[src/logic/wake_filter_consts.svh]
`ifndef WAKE_FILTER_CONSTS_SVH
`define WAKE_FILTER_CONSTS_SVH

// Register offsets on the serial control port, seven address bits wide.
`define WF_ADDR_W            7
`define WF_OFF_SEL_MID       7'h28
`define WF_OFF_SEL_LOW       7'h29
`define WF_OFF_SEL_TAIL      7'h2a
`define WF_OFF_LENGTH_CODE   7'h2b
`define WF_OFF_PAYLOAD7      7'h2c

// Field positions inside the tail select byte and the length code byte.
`define WF_TAIL_MSB          6
`define WF_TAIL_LSB          2
`define WF_LEN_MSB           3
`define WF_LEN_RSVD_MSB      7
`define WF_LEN_RSVD_LSB      4

// Reset values and fixed figures.
`define WF_BYTE_RESET        8'h00
`define WF_LEN_RESET         4'h0
`define WF_SEL_RESET         21'h00000
`define WF_FULL_PAYLOAD      4'h8
`define WF_ID_MSB            28
`define WF_STD_ID_LSB        18
`define WF_EXT_ONLY_ZERO     18'h0000
`define WF_TAIL_RSVD_BIT     7

`endif

[src/logic/wake_filter_pkg.sv]
`include "wake_filter_consts.svh"

package wake_filter_pkg;

    typedef logic [7:0]  byte_t;
    typedef logic [3:0]  length_code_t;
    typedef logic [20:0] compare_sel_t;
    typedef logic [28:0] frame_id_t;

    // Payload length in bytes for a four-bit length code; every code from eight up means eight.
    function automatic length_code_t payload_len(input length_code_t code);
        payload_len = code[`WF_LEN_MSB] ? `WF_FULL_PAYLOAD : code;
    endfunction : payload_len

endpackage : wake_filter_pkg

[src/logic/filter_cfg_if.sv]
`timescale 1ns/1ps

interface filter_cfg_if;
    wake_filter_pkg::compare_sel_t compare_sel;
    wake_filter_pkg::length_code_t length_code;
    wake_filter_pkg::byte_t        payload7;
    logic                          config_valid;
    logic                          match;

    // The register side publishes settings and hears back about matches.
    modport cfg (output compare_sel, output length_code, output payload7,
                 output config_valid, input match);
    modport cmp (input compare_sel, input length_code, input payload7,
                 input config_valid, output match);
endinterface : filter_cfg_if

[src/logic/frame_compare.sv]
`timescale 1ns/1ps
`include "wake_filter_consts.svh"

module frame_compare (
    // Clock and synchronised reset.
    input  wire logic                      clk,
    input  wire logic                      rst_n,
    // Settings from the register side.
    filter_cfg_if.cmp                      cfg,
    input  wire wake_filter_pkg::byte_t    compare_sel_top,
    input  wire wake_filter_pkg::frame_id_t expected_id,
    // Received frame, valid for one cycle.
    input  wire logic                      rx_frame_valid,
    input  wire logic                      rx_ide,
    input  wire wake_filter_pkg::frame_id_t rx_id,
    input  wire wake_filter_pkg::length_code_t rx_dlc,
    input  wire wake_filter_pkg::byte_t    rx_byte7
);

    wake_filter_pkg::frame_id_t full_sel;
    wake_filter_pkg::frame_id_t eff_sel;
    logic                       id_ok;
    logic                       dlc_ok;
    logic                       payload_ok;

    // A standard frame only has identifier positions 28 down to 18, so lower selects drop out.
    always_comb begin
        full_sel = {compare_sel_top, cfg.compare_sel};
        eff_sel  = rx_ide ? full_sel
                          : {full_sel[`WF_ID_MSB:`WF_STD_ID_LSB], `WF_EXT_ONLY_ZERO};
    end

    // A select of zero ignores a bit, a select of one demands equality.
    assign id_ok      = ((rx_id ^ expected_id) & eff_sel) == '0;
    // Length codes must agree bit for bit, even two codes that both mean eight bytes.
    assign dlc_ok     = (rx_dlc == cfg.length_code);
    // Byte seven only exists in a full-length payload.
    assign payload_ok = (wake_filter_pkg::payload_len(rx_dlc) != `WF_FULL_PAYLOAD)
                        || (rx_byte7 == cfg.payload7);

    // Match pulse; only a validated configuration may wake the chip.
    always_ff @(posedge clk or negedge rst_n) begin
        if (!rst_n) begin
            cfg.match <= 1'b0;
        end else begin
            cfg.match <= rx_frame_valid && cfg.config_valid
                         && id_ok && dlc_ok && payload_ok;
        end
    end

    match_cause_a: assert property (@(posedge clk) disable iff (!rst_n)
        cfg.match |-> $past(rx_frame_valid) && $past(cfg.config_valid))
        else $error("Match raised without a frame or a valid configuration.");

    dlc_exact_a: assert property (@(posedge clk) disable iff (!rst_n)
        cfg.match |-> $past(rx_dlc) == $past(cfg.length_code))
        else $error("Match raised with a differing length code.");

    std_id_bits_a: assert property (@(posedge clk) disable iff (!rst_n)
        cfg.match |-> ((($past(rx_id) ^ $past(expected_id))
                        & $past(full_sel)) >> `WF_STD_ID_LSB) == '0)
        else $error("Match raised with a selected standard identifier bit differing.");

    full_payload_a: assert property (@(posedge clk) disable iff (!rst_n)
        (cfg.match && $past(rx_dlc) >= `WF_FULL_PAYLOAD) |-> $past(rx_byte7) == $past(cfg.payload7))
        else $error("Match raised with a differing payload byte seven.");

endmodule : frame_compare

[src/logic/wake_frame_filter_config.sv]
`timescale 1ns/1ps
`include "wake_filter_consts.svh"

module wake_frame_filter_config (
    // Clock and reset.
    input  wire logic                          clk,
    input  wire logic                          reset_n,
    // Register port of the serial control interface.
    input  wire logic                          reg_wr,
    input  wire logic                          reg_rd,
    input  wire logic [`WF_ADDR_W-1:0]         reg_addr,
    input  wire wake_filter_pkg::byte_t        reg_wdata,
    output logic [7:0]                         reg_rdata,
    // Chip mode and control events.
    input  wire logic                          stop_mode,
    input  wire logic                          restart_entry,
    input  wire logic                          soft_reset,
    input  wire logic                          cfg_valid_set,
    // Settings held outside this block.
    input  wire wake_filter_pkg::byte_t        compare_sel_top,
    input  wire wake_filter_pkg::frame_id_t    expected_id,
    // Received frame from the bus decoder.
    input  wire logic                          rx_frame_valid,
    input  wire logic                          rx_ide,
    input  wire wake_filter_pkg::frame_id_t    rx_id,
    input  wire wake_filter_pkg::length_code_t rx_dlc,
    input  wire wake_filter_pkg::byte_t        rx_byte7,
    // Results.
    output logic                               wake_up_frame,
    output logic                               filter_config_valid
);

    logic                          rst_meta;
    logic                          rst_n;
    wake_filter_pkg::byte_t        compare_sel_bits_20_13;
    wake_filter_pkg::byte_t        compare_sel_bits_12_5;
    logic [4:0]                    compare_sel_bits_4_0;
    wake_filter_pkg::length_code_t length_code;
    wake_filter_pkg::byte_t        expected_payload_byte7;
    wake_filter_pkg::byte_t        next_rdata;
    logic                          mapped;
    logic                          cfg_write;

    filter_cfg_if cfg_bus ();

    // Reset release passes two flip-flops so every register leaves reset on the same edge.
    always_ff @(posedge clk or negedge reset_n) begin
        if (!reset_n) begin
            rst_meta <= 1'b0;
            rst_n    <= 1'b0;
        end else begin
            rst_meta <= 1'b1;
            rst_n    <= rst_meta;
        end
    end

    // Address decode of the five registers this block owns.
    always_comb begin
        unique case (reg_addr)
            `WF_OFF_SEL_MID,
            `WF_OFF_SEL_LOW,
            `WF_OFF_SEL_TAIL,
            `WF_OFF_LENGTH_CODE,
            `WF_OFF_PAYLOAD7: mapped = 1'b1;
            default:          mapped = 1'b0;
        endcase
    end

    assign cfg_write = reg_wr && mapped;

    // Identifier compare selects; soft reset clears them like power-on does.
    always_ff @(posedge clk or negedge rst_n) begin
        if (!rst_n) begin
            compare_sel_bits_20_13 <= `WF_BYTE_RESET;
            compare_sel_bits_12_5  <= `WF_BYTE_RESET;
            compare_sel_bits_4_0   <= '0;
        end else if (soft_reset) begin
            compare_sel_bits_20_13 <= `WF_BYTE_RESET;
            compare_sel_bits_12_5  <= `WF_BYTE_RESET;
            compare_sel_bits_4_0   <= '0;
        end else if (reg_wr) begin
            if (reg_addr == `WF_OFF_SEL_MID) begin
                compare_sel_bits_20_13 <= reg_wdata;
            end
            if (reg_addr == `WF_OFF_SEL_LOW) begin
                compare_sel_bits_12_5 <= reg_wdata;
            end
            if (reg_addr == `WF_OFF_SEL_TAIL) begin
                compare_sel_bits_4_0 <= reg_wdata[`WF_TAIL_MSB:`WF_TAIL_LSB];
            end
        end
    end

    // Length code: only four bits are stored, so the upper nibble can never hold a value.
    // Restart entry leaves the code alone; the reserved nibble is already zero.
    // Not storing the nibble at all means no restart path can ever leave it set.
    always_ff @(posedge clk or negedge rst_n) begin
        if (!rst_n) begin
            length_code <= `WF_LEN_RESET;
        end else if (soft_reset) begin
            length_code <= `WF_LEN_RESET;
        end else if (reg_wr && reg_addr == `WF_OFF_LENGTH_CODE) begin
            length_code <= reg_wdata[`WF_LEN_MSB:0];
        end
    end

    // Expected payload byte seven, a plain read-write byte.
    always_ff @(posedge clk or negedge rst_n) begin
        if (!rst_n) begin
            expected_payload_byte7 <= `WF_BYTE_RESET;
        end else if (soft_reset) begin
            expected_payload_byte7 <= `WF_BYTE_RESET;
        end else if (reg_wr && reg_addr == `WF_OFF_PAYLOAD7) begin
            expected_payload_byte7 <= reg_wdata;
        end
    end

    // Configuration valid: a set from the host wins over a clear in the same cycle, so a
    // validation written together with a change is not lost. A stop-mode write to any
    // register counts, since this block cannot tell CAN registers elsewhere apart.
    always_ff @(posedge clk or negedge rst_n) begin
        if (!rst_n) begin
            filter_config_valid <= 1'b0;
        end else if (cfg_valid_set) begin
            filter_config_valid <= 1'b1;
        end else if (soft_reset || cfg_write || cfg_bus.match) begin
            filter_config_valid <= 1'b0;
        end else if (stop_mode && reg_wr) begin
            filter_config_valid <= 1'b0;
        end
    end

    // Read mux; reserved bits and unmapped addresses read as zero.
    always_comb begin
        next_rdata = '0;
        unique case (reg_addr)
            `WF_OFF_SEL_MID:     next_rdata = compare_sel_bits_20_13;
            `WF_OFF_SEL_LOW:     next_rdata = compare_sel_bits_12_5;
            `WF_OFF_SEL_TAIL:    next_rdata[`WF_TAIL_MSB:`WF_TAIL_LSB] = compare_sel_bits_4_0;
            `WF_OFF_LENGTH_CODE: next_rdata[`WF_LEN_MSB:0] = length_code;
            `WF_OFF_PAYLOAD7:    next_rdata = expected_payload_byte7;
            default:             next_rdata = '0;
        endcase
    end

    // Read data is registered one cycle after the read strobe and then held.
    always_ff @(posedge clk or negedge rst_n) begin
        if (!rst_n) begin
            reg_rdata <= `WF_BYTE_RESET;
        end else if (reg_rd) begin
            reg_rdata <= next_rdata;
        end
    end

    // Settings handed to the comparator.
    assign cfg_bus.compare_sel  = {compare_sel_bits_20_13, compare_sel_bits_12_5,
                                   compare_sel_bits_4_0};
    assign cfg_bus.length_code  = length_code;
    assign cfg_bus.payload7     = expected_payload_byte7;
    assign cfg_bus.config_valid = filter_config_valid;
    assign wake_up_frame        = cfg_bus.match;

    frame_compare u_compare (
        .clk             (clk),
        .rst_n           (rst_n),
        .cfg             (cfg_bus.cmp),
        .compare_sel_top (compare_sel_top),
        .expected_id     (expected_id),
        .rx_frame_valid  (rx_frame_valid),
        .rx_ide          (rx_ide),
        .rx_id           (rx_id),
        .rx_dlc          (rx_dlc),
        .rx_byte7        (rx_byte7)
    );

    len_rsvd_zero_a: assert property (@(posedge clk) disable iff (!rst_n)
        (reg_rd && reg_addr == `WF_OFF_LENGTH_CODE)
        |=> reg_rdata[`WF_LEN_RSVD_MSB:`WF_LEN_RSVD_LSB] == '0)
        else $error("Length code upper nibble read back non-zero.");

    tail_rsvd_zero_a: assert property (@(posedge clk) disable iff (!rst_n)
        (reg_rd && reg_addr == `WF_OFF_SEL_TAIL)
        |=> reg_rdata[`WF_TAIL_RSVD_BIT] == 1'b0 && reg_rdata[`WF_TAIL_LSB-1:0] == '0)
        else $error("Tail select reserved bits read back non-zero.");

    mid_write_back_a: assert property (@(posedge clk) disable iff (!rst_n)
        (reg_wr && !soft_reset && reg_addr == `WF_OFF_SEL_MID)
        ##1 (!reg_wr && !soft_reset)
        ##1 (reg_rd && reg_addr == `WF_OFF_SEL_MID && !reg_wr && !soft_reset)
        |=> reg_rdata == $past(reg_wdata, 3))
        else $error("Mid select byte did not read back as written.");

    soft_clear_a: assert property (@(posedge clk) disable iff (!rst_n)
        soft_reset |=> length_code == `WF_LEN_RESET && compare_sel_bits_20_13 == `WF_BYTE_RESET
                       && compare_sel_bits_12_5 == `WF_BYTE_RESET && compare_sel_bits_4_0 == '0)
        else $error("Soft reset left a setting non-zero.");

    restart_keep_a: assert property (@(posedge clk) disable iff (!rst_n)
        (restart_entry && !reg_wr && !soft_reset) |=> $stable(length_code))
        else $error("Restart entry altered the length code.");

    payload_rw_a: assert property (@(posedge clk) disable iff (!rst_n)
        (reg_wr && !soft_reset && reg_addr == `WF_OFF_PAYLOAD7)
        |=> expected_payload_byte7 == $past(reg_wdata))
        else $error("Payload byte seven not stored.");

    stop_write_a: assert property (@(posedge clk) disable iff (!rst_n)
        (stop_mode && reg_wr && !cfg_valid_set) |=> !filter_config_valid)
        else $error("Stop-mode write left the configuration valid.");

    wake_clear_a: assert property (@(posedge clk) disable iff (!rst_n)
        (wake_up_frame && !cfg_valid_set) |=> !filter_config_valid)
        else $error("Wake-up left the configuration valid.");

    set_wins_a: assert property (@(posedge clk) disable iff (!rst_n)
        cfg_valid_set |=> filter_config_valid)
        else $error("Configuration valid set was lost.");

    // Each register stores exactly the bits written to it; soft reset beats a write
    // in the same cycle, so those cycles are left out of the store checks.
    sel_mid_store_a: assert property (@(posedge clk) disable iff (!rst_n)
        (reg_wr && !soft_reset && reg_addr == `WF_OFF_SEL_MID)
        |=> compare_sel_bits_20_13 == $past(reg_wdata))
        else $error("Mid select byte not stored.");

    sel_low_store_a: assert property (@(posedge clk) disable iff (!rst_n)
        (reg_wr && !soft_reset && reg_addr == `WF_OFF_SEL_LOW)
        |=> compare_sel_bits_12_5 == $past(reg_wdata))
        else $error("Low select byte not stored.");

    sel_tail_store_a: assert property (@(posedge clk) disable iff (!rst_n)
        (reg_wr && !soft_reset && reg_addr == `WF_OFF_SEL_TAIL)
        |=> compare_sel_bits_4_0 == $past(reg_wdata[`WF_TAIL_MSB:`WF_TAIL_LSB]))
        else $error("Tail select bits not stored.");

    len_store_a: assert property (@(posedge clk) disable iff (!rst_n)
        (reg_wr && !soft_reset && reg_addr == `WF_OFF_LENGTH_CODE)
        |=> length_code == $past(reg_wdata[`WF_LEN_MSB:0]))
        else $error("Length code not stored.");

    payload_clear_a: assert property (@(posedge clk) disable iff (!rst_n)
        soft_reset
        |=> expected_payload_byte7 == `WF_BYTE_RESET)
        else $error("Soft reset left payload byte seven non-zero.");

    // Read data must come from the addressed register as it stood at the read edge,
    // so a write in the same cycle is seen only by the next read.
    mid_read_a: assert property (@(posedge clk) disable iff (!rst_n)
        (reg_rd && reg_addr == `WF_OFF_SEL_MID)
        |=> reg_rdata == $past(compare_sel_bits_20_13))
        else $error("Mid select byte read back wrong.");

    low_read_a: assert property (@(posedge clk) disable iff (!rst_n)
        (reg_rd && reg_addr == `WF_OFF_SEL_LOW)
        |=> reg_rdata == $past(compare_sel_bits_12_5))
        else $error("Low select byte read back wrong.");

    tail_read_a: assert property (@(posedge clk) disable iff (!rst_n)
        (reg_rd && reg_addr == `WF_OFF_SEL_TAIL)
        |=> reg_rdata[`WF_TAIL_MSB:`WF_TAIL_LSB] == $past(compare_sel_bits_4_0))
        else $error("Tail select bits read back wrong.");

    len_read_a: assert property (@(posedge clk) disable iff (!rst_n)
        (reg_rd && reg_addr == `WF_OFF_LENGTH_CODE)
        |=> reg_rdata[`WF_LEN_MSB:0] == $past(length_code))
        else $error("Length code read back wrong.");

    payload_read_a: assert property (@(posedge clk) disable iff (!rst_n)
        (reg_rd && reg_addr == `WF_OFF_PAYLOAD7)
        |=> reg_rdata == $past(expected_payload_byte7))
        else $error("Payload byte seven read back wrong.");

    // The valid flag rises only on a host set and falls on any change or soft reset;
    // writes elsewhere outside stop mode must leave it alone.
    valid_rise_a: assert property (@(posedge clk) disable iff (!rst_n)
        $rose(filter_config_valid)
        |-> $past(cfg_valid_set))
        else $error("Configuration valid rose without a host set.");

    cfg_change_a: assert property (@(posedge clk) disable iff (!rst_n)
        (cfg_write && !cfg_valid_set)
        |=> !filter_config_valid)
        else $error("Configuration change left the valid flag set.");

    soft_valid_a: assert property (@(posedge clk) disable iff (!rst_n)
        (soft_reset && !cfg_valid_set)
        |=> !filter_config_valid)
        else $error("Soft reset left the valid flag set.");

    idle_write_keep_a: assert property (@(posedge clk) disable iff (!rst_n)
        (reg_wr && !stop_mode && !mapped && !soft_reset && !wake_up_frame && !cfg_valid_set)
        |=> filter_config_valid == $past(filter_config_valid))
        else $error("Unmapped write outside stop mode changed the valid flag.");

endmodule : wake_frame_filter_config

[config.mk]
export PLATFORM = sky130hd
export DESIGN_NAME = wake_frame_filter_config
export DESIGN_NICKNAME = d
export VERILOG_FILES = /design/src/logic/wake_filter_pkg.sv /design/src/logic/filter_cfg_if.sv /design/src/logic/frame_compare.sv /design/src/logic/wake_frame_filter_config.sv
export VERILOG_INCLUDE_DIRS = /design/src /design/src/logic
export SDC_FILE = /design/constraint.sdc
export NUM_CORES = 1
export LEC_CHECK = 0
export BUFFER_PORTS_ARGS = -buffer_cell sky130_fd_sc_hd__buf_2
export CORE_MARGIN = 1
export CORE_UTILIZATION = 25
export CTS_CLUSTER_DIAMETER = 80
export CTS_CLUSTER_SIZE = 20
export DETAILED_ROUTE_END_ITERATION = 8
export HOLD_SLACK_MARGIN = 0.08
export SETUP_SLACK_MARGIN = 0.05
export SLEW_MARGIN = 15
export SYNTH_ARGS = -nofsm -noshare
export SYNTH_HDL_FRONTEND = slang
export SYNTH_SLANG_ARGS = --single-unit
[constraint.sdc]
create_clock -name clk -period 1.4 [get_ports clk]
set_input_delay 0.28 -clock clk [delete_from_list [all_inputs] [get_ports clk]]
set_output_delay 0.28 -clock clk [all_outputs]
set_load 0.03 [all_outputs]
==> key figures <==
Worst setup path
  – Worst r2r src: cfg_bus.length_code[3]$_DFFE_PN0P_
  – Critical Path End Type: flop
  – Data required time of the worst path: 1.59 ns
  – Reg2Reg Depth: 5
  – Data arrival, critical path: 1.60 ns
  – Reg2Reg Capture Point: reg_rdata[3]$_DFFE_PN0P_
  – CP Max Fanout: 4
  – Worst setup path class: in2reg
  – R2R Setup Slk: 0.01 ns
  – Startpoint Class: input port

Placement
  – Worst slack, placed: -0.313 ns
  – PortBufs: 111
  – DP HPWL: 6860 um
  – Post-DP Area: 3660 sq um
  – RePlAce Congestion: 0.910
  – Dpl cells: 536

STA
  – Final setup TNS: -0.0338 ns
  – Final critical-path share of the clock period: 101%
  – FMAX: 706 MHz
  – Worst Skew: 0.00874 ns
  – Fin Hold WS: 0.166 ns
  – # setup viols final: 3
  – Final min period: 1.42 ns
  – Final hold violations: 0
  – RSZ-0062 raised after global routing: yes
  – Final worst setup slack: -0.0156 ns
  – Max Slew Vio Count: 0

Clock network
  – Register clock-pin slew on the reported worst setup and hold paths: 0.09 ns
  – Clock Tree Root: clkbuf_8
  – Clk_lat worst skew: 0.31 ns
  – Num Clock Sinks: 45
  – CTS tree: done
  – Number of buffers created by CTS: 5
  – Clock buffer depth: 2
  – H-Tree Depth: 2

Cells and area
  – Most frequent cells in the layout: buf_2 (110), dfrtp_1 (45), buf_4 (33), xor2_1 (29), nor2_1 (29)
  – Design Area, Final: 3890 sq um
  – Antenna cell count: 0
  – FILL cells: 1057
  – Core Util, Final: 37.5%
  – Area Overhead vs Synth: 45.1%
  – Share of layout cells above drive strength 1: 45.7%
  – Most common cell after layout, fill and taps aside: buf_2
  – Fin cells: 547
  – # nets final: 513

Pwr
  – Net switching power: 0.795 mW
  – Seq pwr share: 49.2%
  – Comb power frac: 22.0%
  – Power per cell area: 720 nW/um^2
  – Internal power: 2.01 mW
  – Clock power frac: 28.8%
  – Sw Ratio: 28.4%
  – VDD IR-drop max: 0.000340 V
  – Pleak: 1.93 nW
  – Pwr Total: 2.80 mW

Floorplan
  – Initial core utilization: 25.9%
  – Number of I/O pins: 113
  – Die boundary height: 106 um
  – Row cnt: 37
  – Core region area: 10400 sq um
  – Die area: 11100 sq um
  – Width of the die: 106 um

Detailed routing
  – Total number of vias: 2506
  – DRT iter0 DRCs: 73
  – DRC: 0
  – WL final: 8470 um
  – Via/cell ratio: 4.58
  – Routed len/inst: 15.5 um
  – Routed Antenna Nets: 0
  – Pre-antenna DRT Iters: 4

Logic synthesis
  – Yosys Warn Count: 0
  – Seq/Total Area, Yosys: 42.0%
  – Synth Instances: 261
  – Post-Syn Area per Cell: 10.3 sq um
  – Async set-reset flop share out of synthesis: 100%
  – Synth Flop Type: dfrtp_1
  – Yosys cell types: 33
  – Post-Syn Area: 2680 sq um
  – Synthesized Nets: 364
  – FF+latch count, synth: 45
  – EDFF count, synth: 0

Hold path
  – Worst Hold Launch: cfg_valid_set
  – Hold Path Cell Cnt: 2
  – HP Class: in2reg
  – Hold Crit Endpoint: filter_config_valid$_DFFE_PN0P_

Global route
  – First-pass GRT wire length: 13300 um
  – Overall global routing resource usage: 15.6%
  – Largest net degree at the start of global routing: 44
  – Vias in the first global route: 2584
  – Antenna violations before repair: 0
  – Grt ovf: 0

Flow run
  – Max-cap violations: 0

Run status
  – Failing checks: setup timing
  – Outcome: complete, but fails checks
[cells in the mapped netlist (2+ instances only)]
| cell type | instances | area [sq um] |
|---|---|---|
| inv_1 | 8 | 30.0 |
| nand4_1 | 5 | 31.3 |
| a22oi_1 | 7 | 52.6 |
| o21ai_0 | 9 | 45.0 |
| nand2b_1 | 3 | 18.8 |
| nor2_1 | 29 | 109 |
| a21oi_1 | 8 | 40.0 |
| mux2i_1 | 24 | 240 |
| buf_2 | 4 | 20.0 |
| xnor2_1 | 12 | 105 |
| o22ai_1 | 6 | 37.5 |
| dfrtp_1 | 45 | 1130 |
| a211oi_1 | 2 | 15.0 |
| nor2b_1 | 9 | 56.3 |
| mux2_2 | 12 | 135 |
| a221oi_1 | 6 | 52.6 |
| nand3_1 | 6 | 30.0 |
| nand2_1 | 7 | 26.3 |
| xor2_1 | 29 | 254 |
| a2bb2oi_1 | 3 | 26.3 |
| a22o_1 | 10 | 87.6 |
| clkbuf_1 | 6 | 22.5 |
[worst max path at each step]
| stage | end | start |
|---|---|---|
| detailed placement | compare_sel_bits_20_13[2]$_DFFE_PN0P_ | reg_addr[6] |
| finish | compare_sel_bits_20_13[0]$_DFFE_PN0P_ | reg_addr[4] |
| CTS | reg_rdata[3]$_DFFE_PN0P_ | cfg_bus.length_code[3]$_DFFE_PN0P_ |
| global route | compare_sel_bits_20_13[0]$_DFFE_PN0P_ | reg_addr[4] |
| global placement | compare_sel_bits_20_13[4]$_DFFE_PN0P_ | reg_addr[6] |
| floorplan | compare_sel_bits_20_13[0]$_DFFE_PN0P_ | reg_addr[6] |
[cells by family (layout without fill, tap and decap cells)]
family,count (synthesis),after routing,share of synthesized area (%)
AND/OR/NAND/NOR,66,66,13.5
AO/OA/AOI/OAI,53,53,13.9
flip-flops,45,45,42.0
XOR/XNOR,41,41,13.4
multiplexers,36,36,14.0
buffers and inverters,19,169,3.13
other,1,1,0.140
[metal layers]
layer	GRT usage (%)	wire, um	share of wire [%]	vias up
li1	-	-	-	1226
met1	20.3	3830	45	1197
met2	26.6	4160	49	73
met3	3.03	383	4.5	10
met4	3.97	94	1.1	0
met5	0	0	0	-
[area by class of cell]
cell class                      instances  area (sq um)  area share [%]
Clock buffer                            6          72.6            1.86
Timing Repair Buffer                  153           918            23.6
Multi-Input combinational cell        197          1560            40.2
Clock inverter                          2          10.0           0.257
Sequential cell                        45          1130            28.9
Inverter                                8          30.0           0.772
Tap cell                              136           170            4.37
[state kept, by name, summed over array words and instances (netlist names)]
register                count
compare_sel_bits_12_5       8
filter_config_valid         1
cfg_bus.length_code         4
compare_sel_bits_4_0        5
rst_meta                    1
cfg_bus.payload7            8
compare_sel_bits_20_13      8
u_compare.cfg.match         1
rst_n                       1
reg_rdata                   8
[repair_timing]
action,CTS,global route
gates resized for setup,9,18
buffers inserted,1,1
endpoints found under the setup margin,11,26
hold buffers,1,0
hold endpoints to repair,2,0
pin swaps,7,7
[power groups by stage]
stage	combinational (mW)	clock, mW	sequential [mW]
after CTS	0.602	0.828	1.38
after global routing	0.670	0.875	1.38
after detailed placement	0.583	0	1.40
final	0.615	0.807	1.38
after global placement	0.574	0	1.40
after floorplan	0.250	0	1.42
[critical path: stages]
cell and delay (ns):
buf_6 0.09, nand4bb_4 0.24, nor3b_4 0.27, nor3b_4 0.30, buf_6 0.17, mux2i_2 0.20, nor2_1 0.05
(Power assumes the default switching activity.)
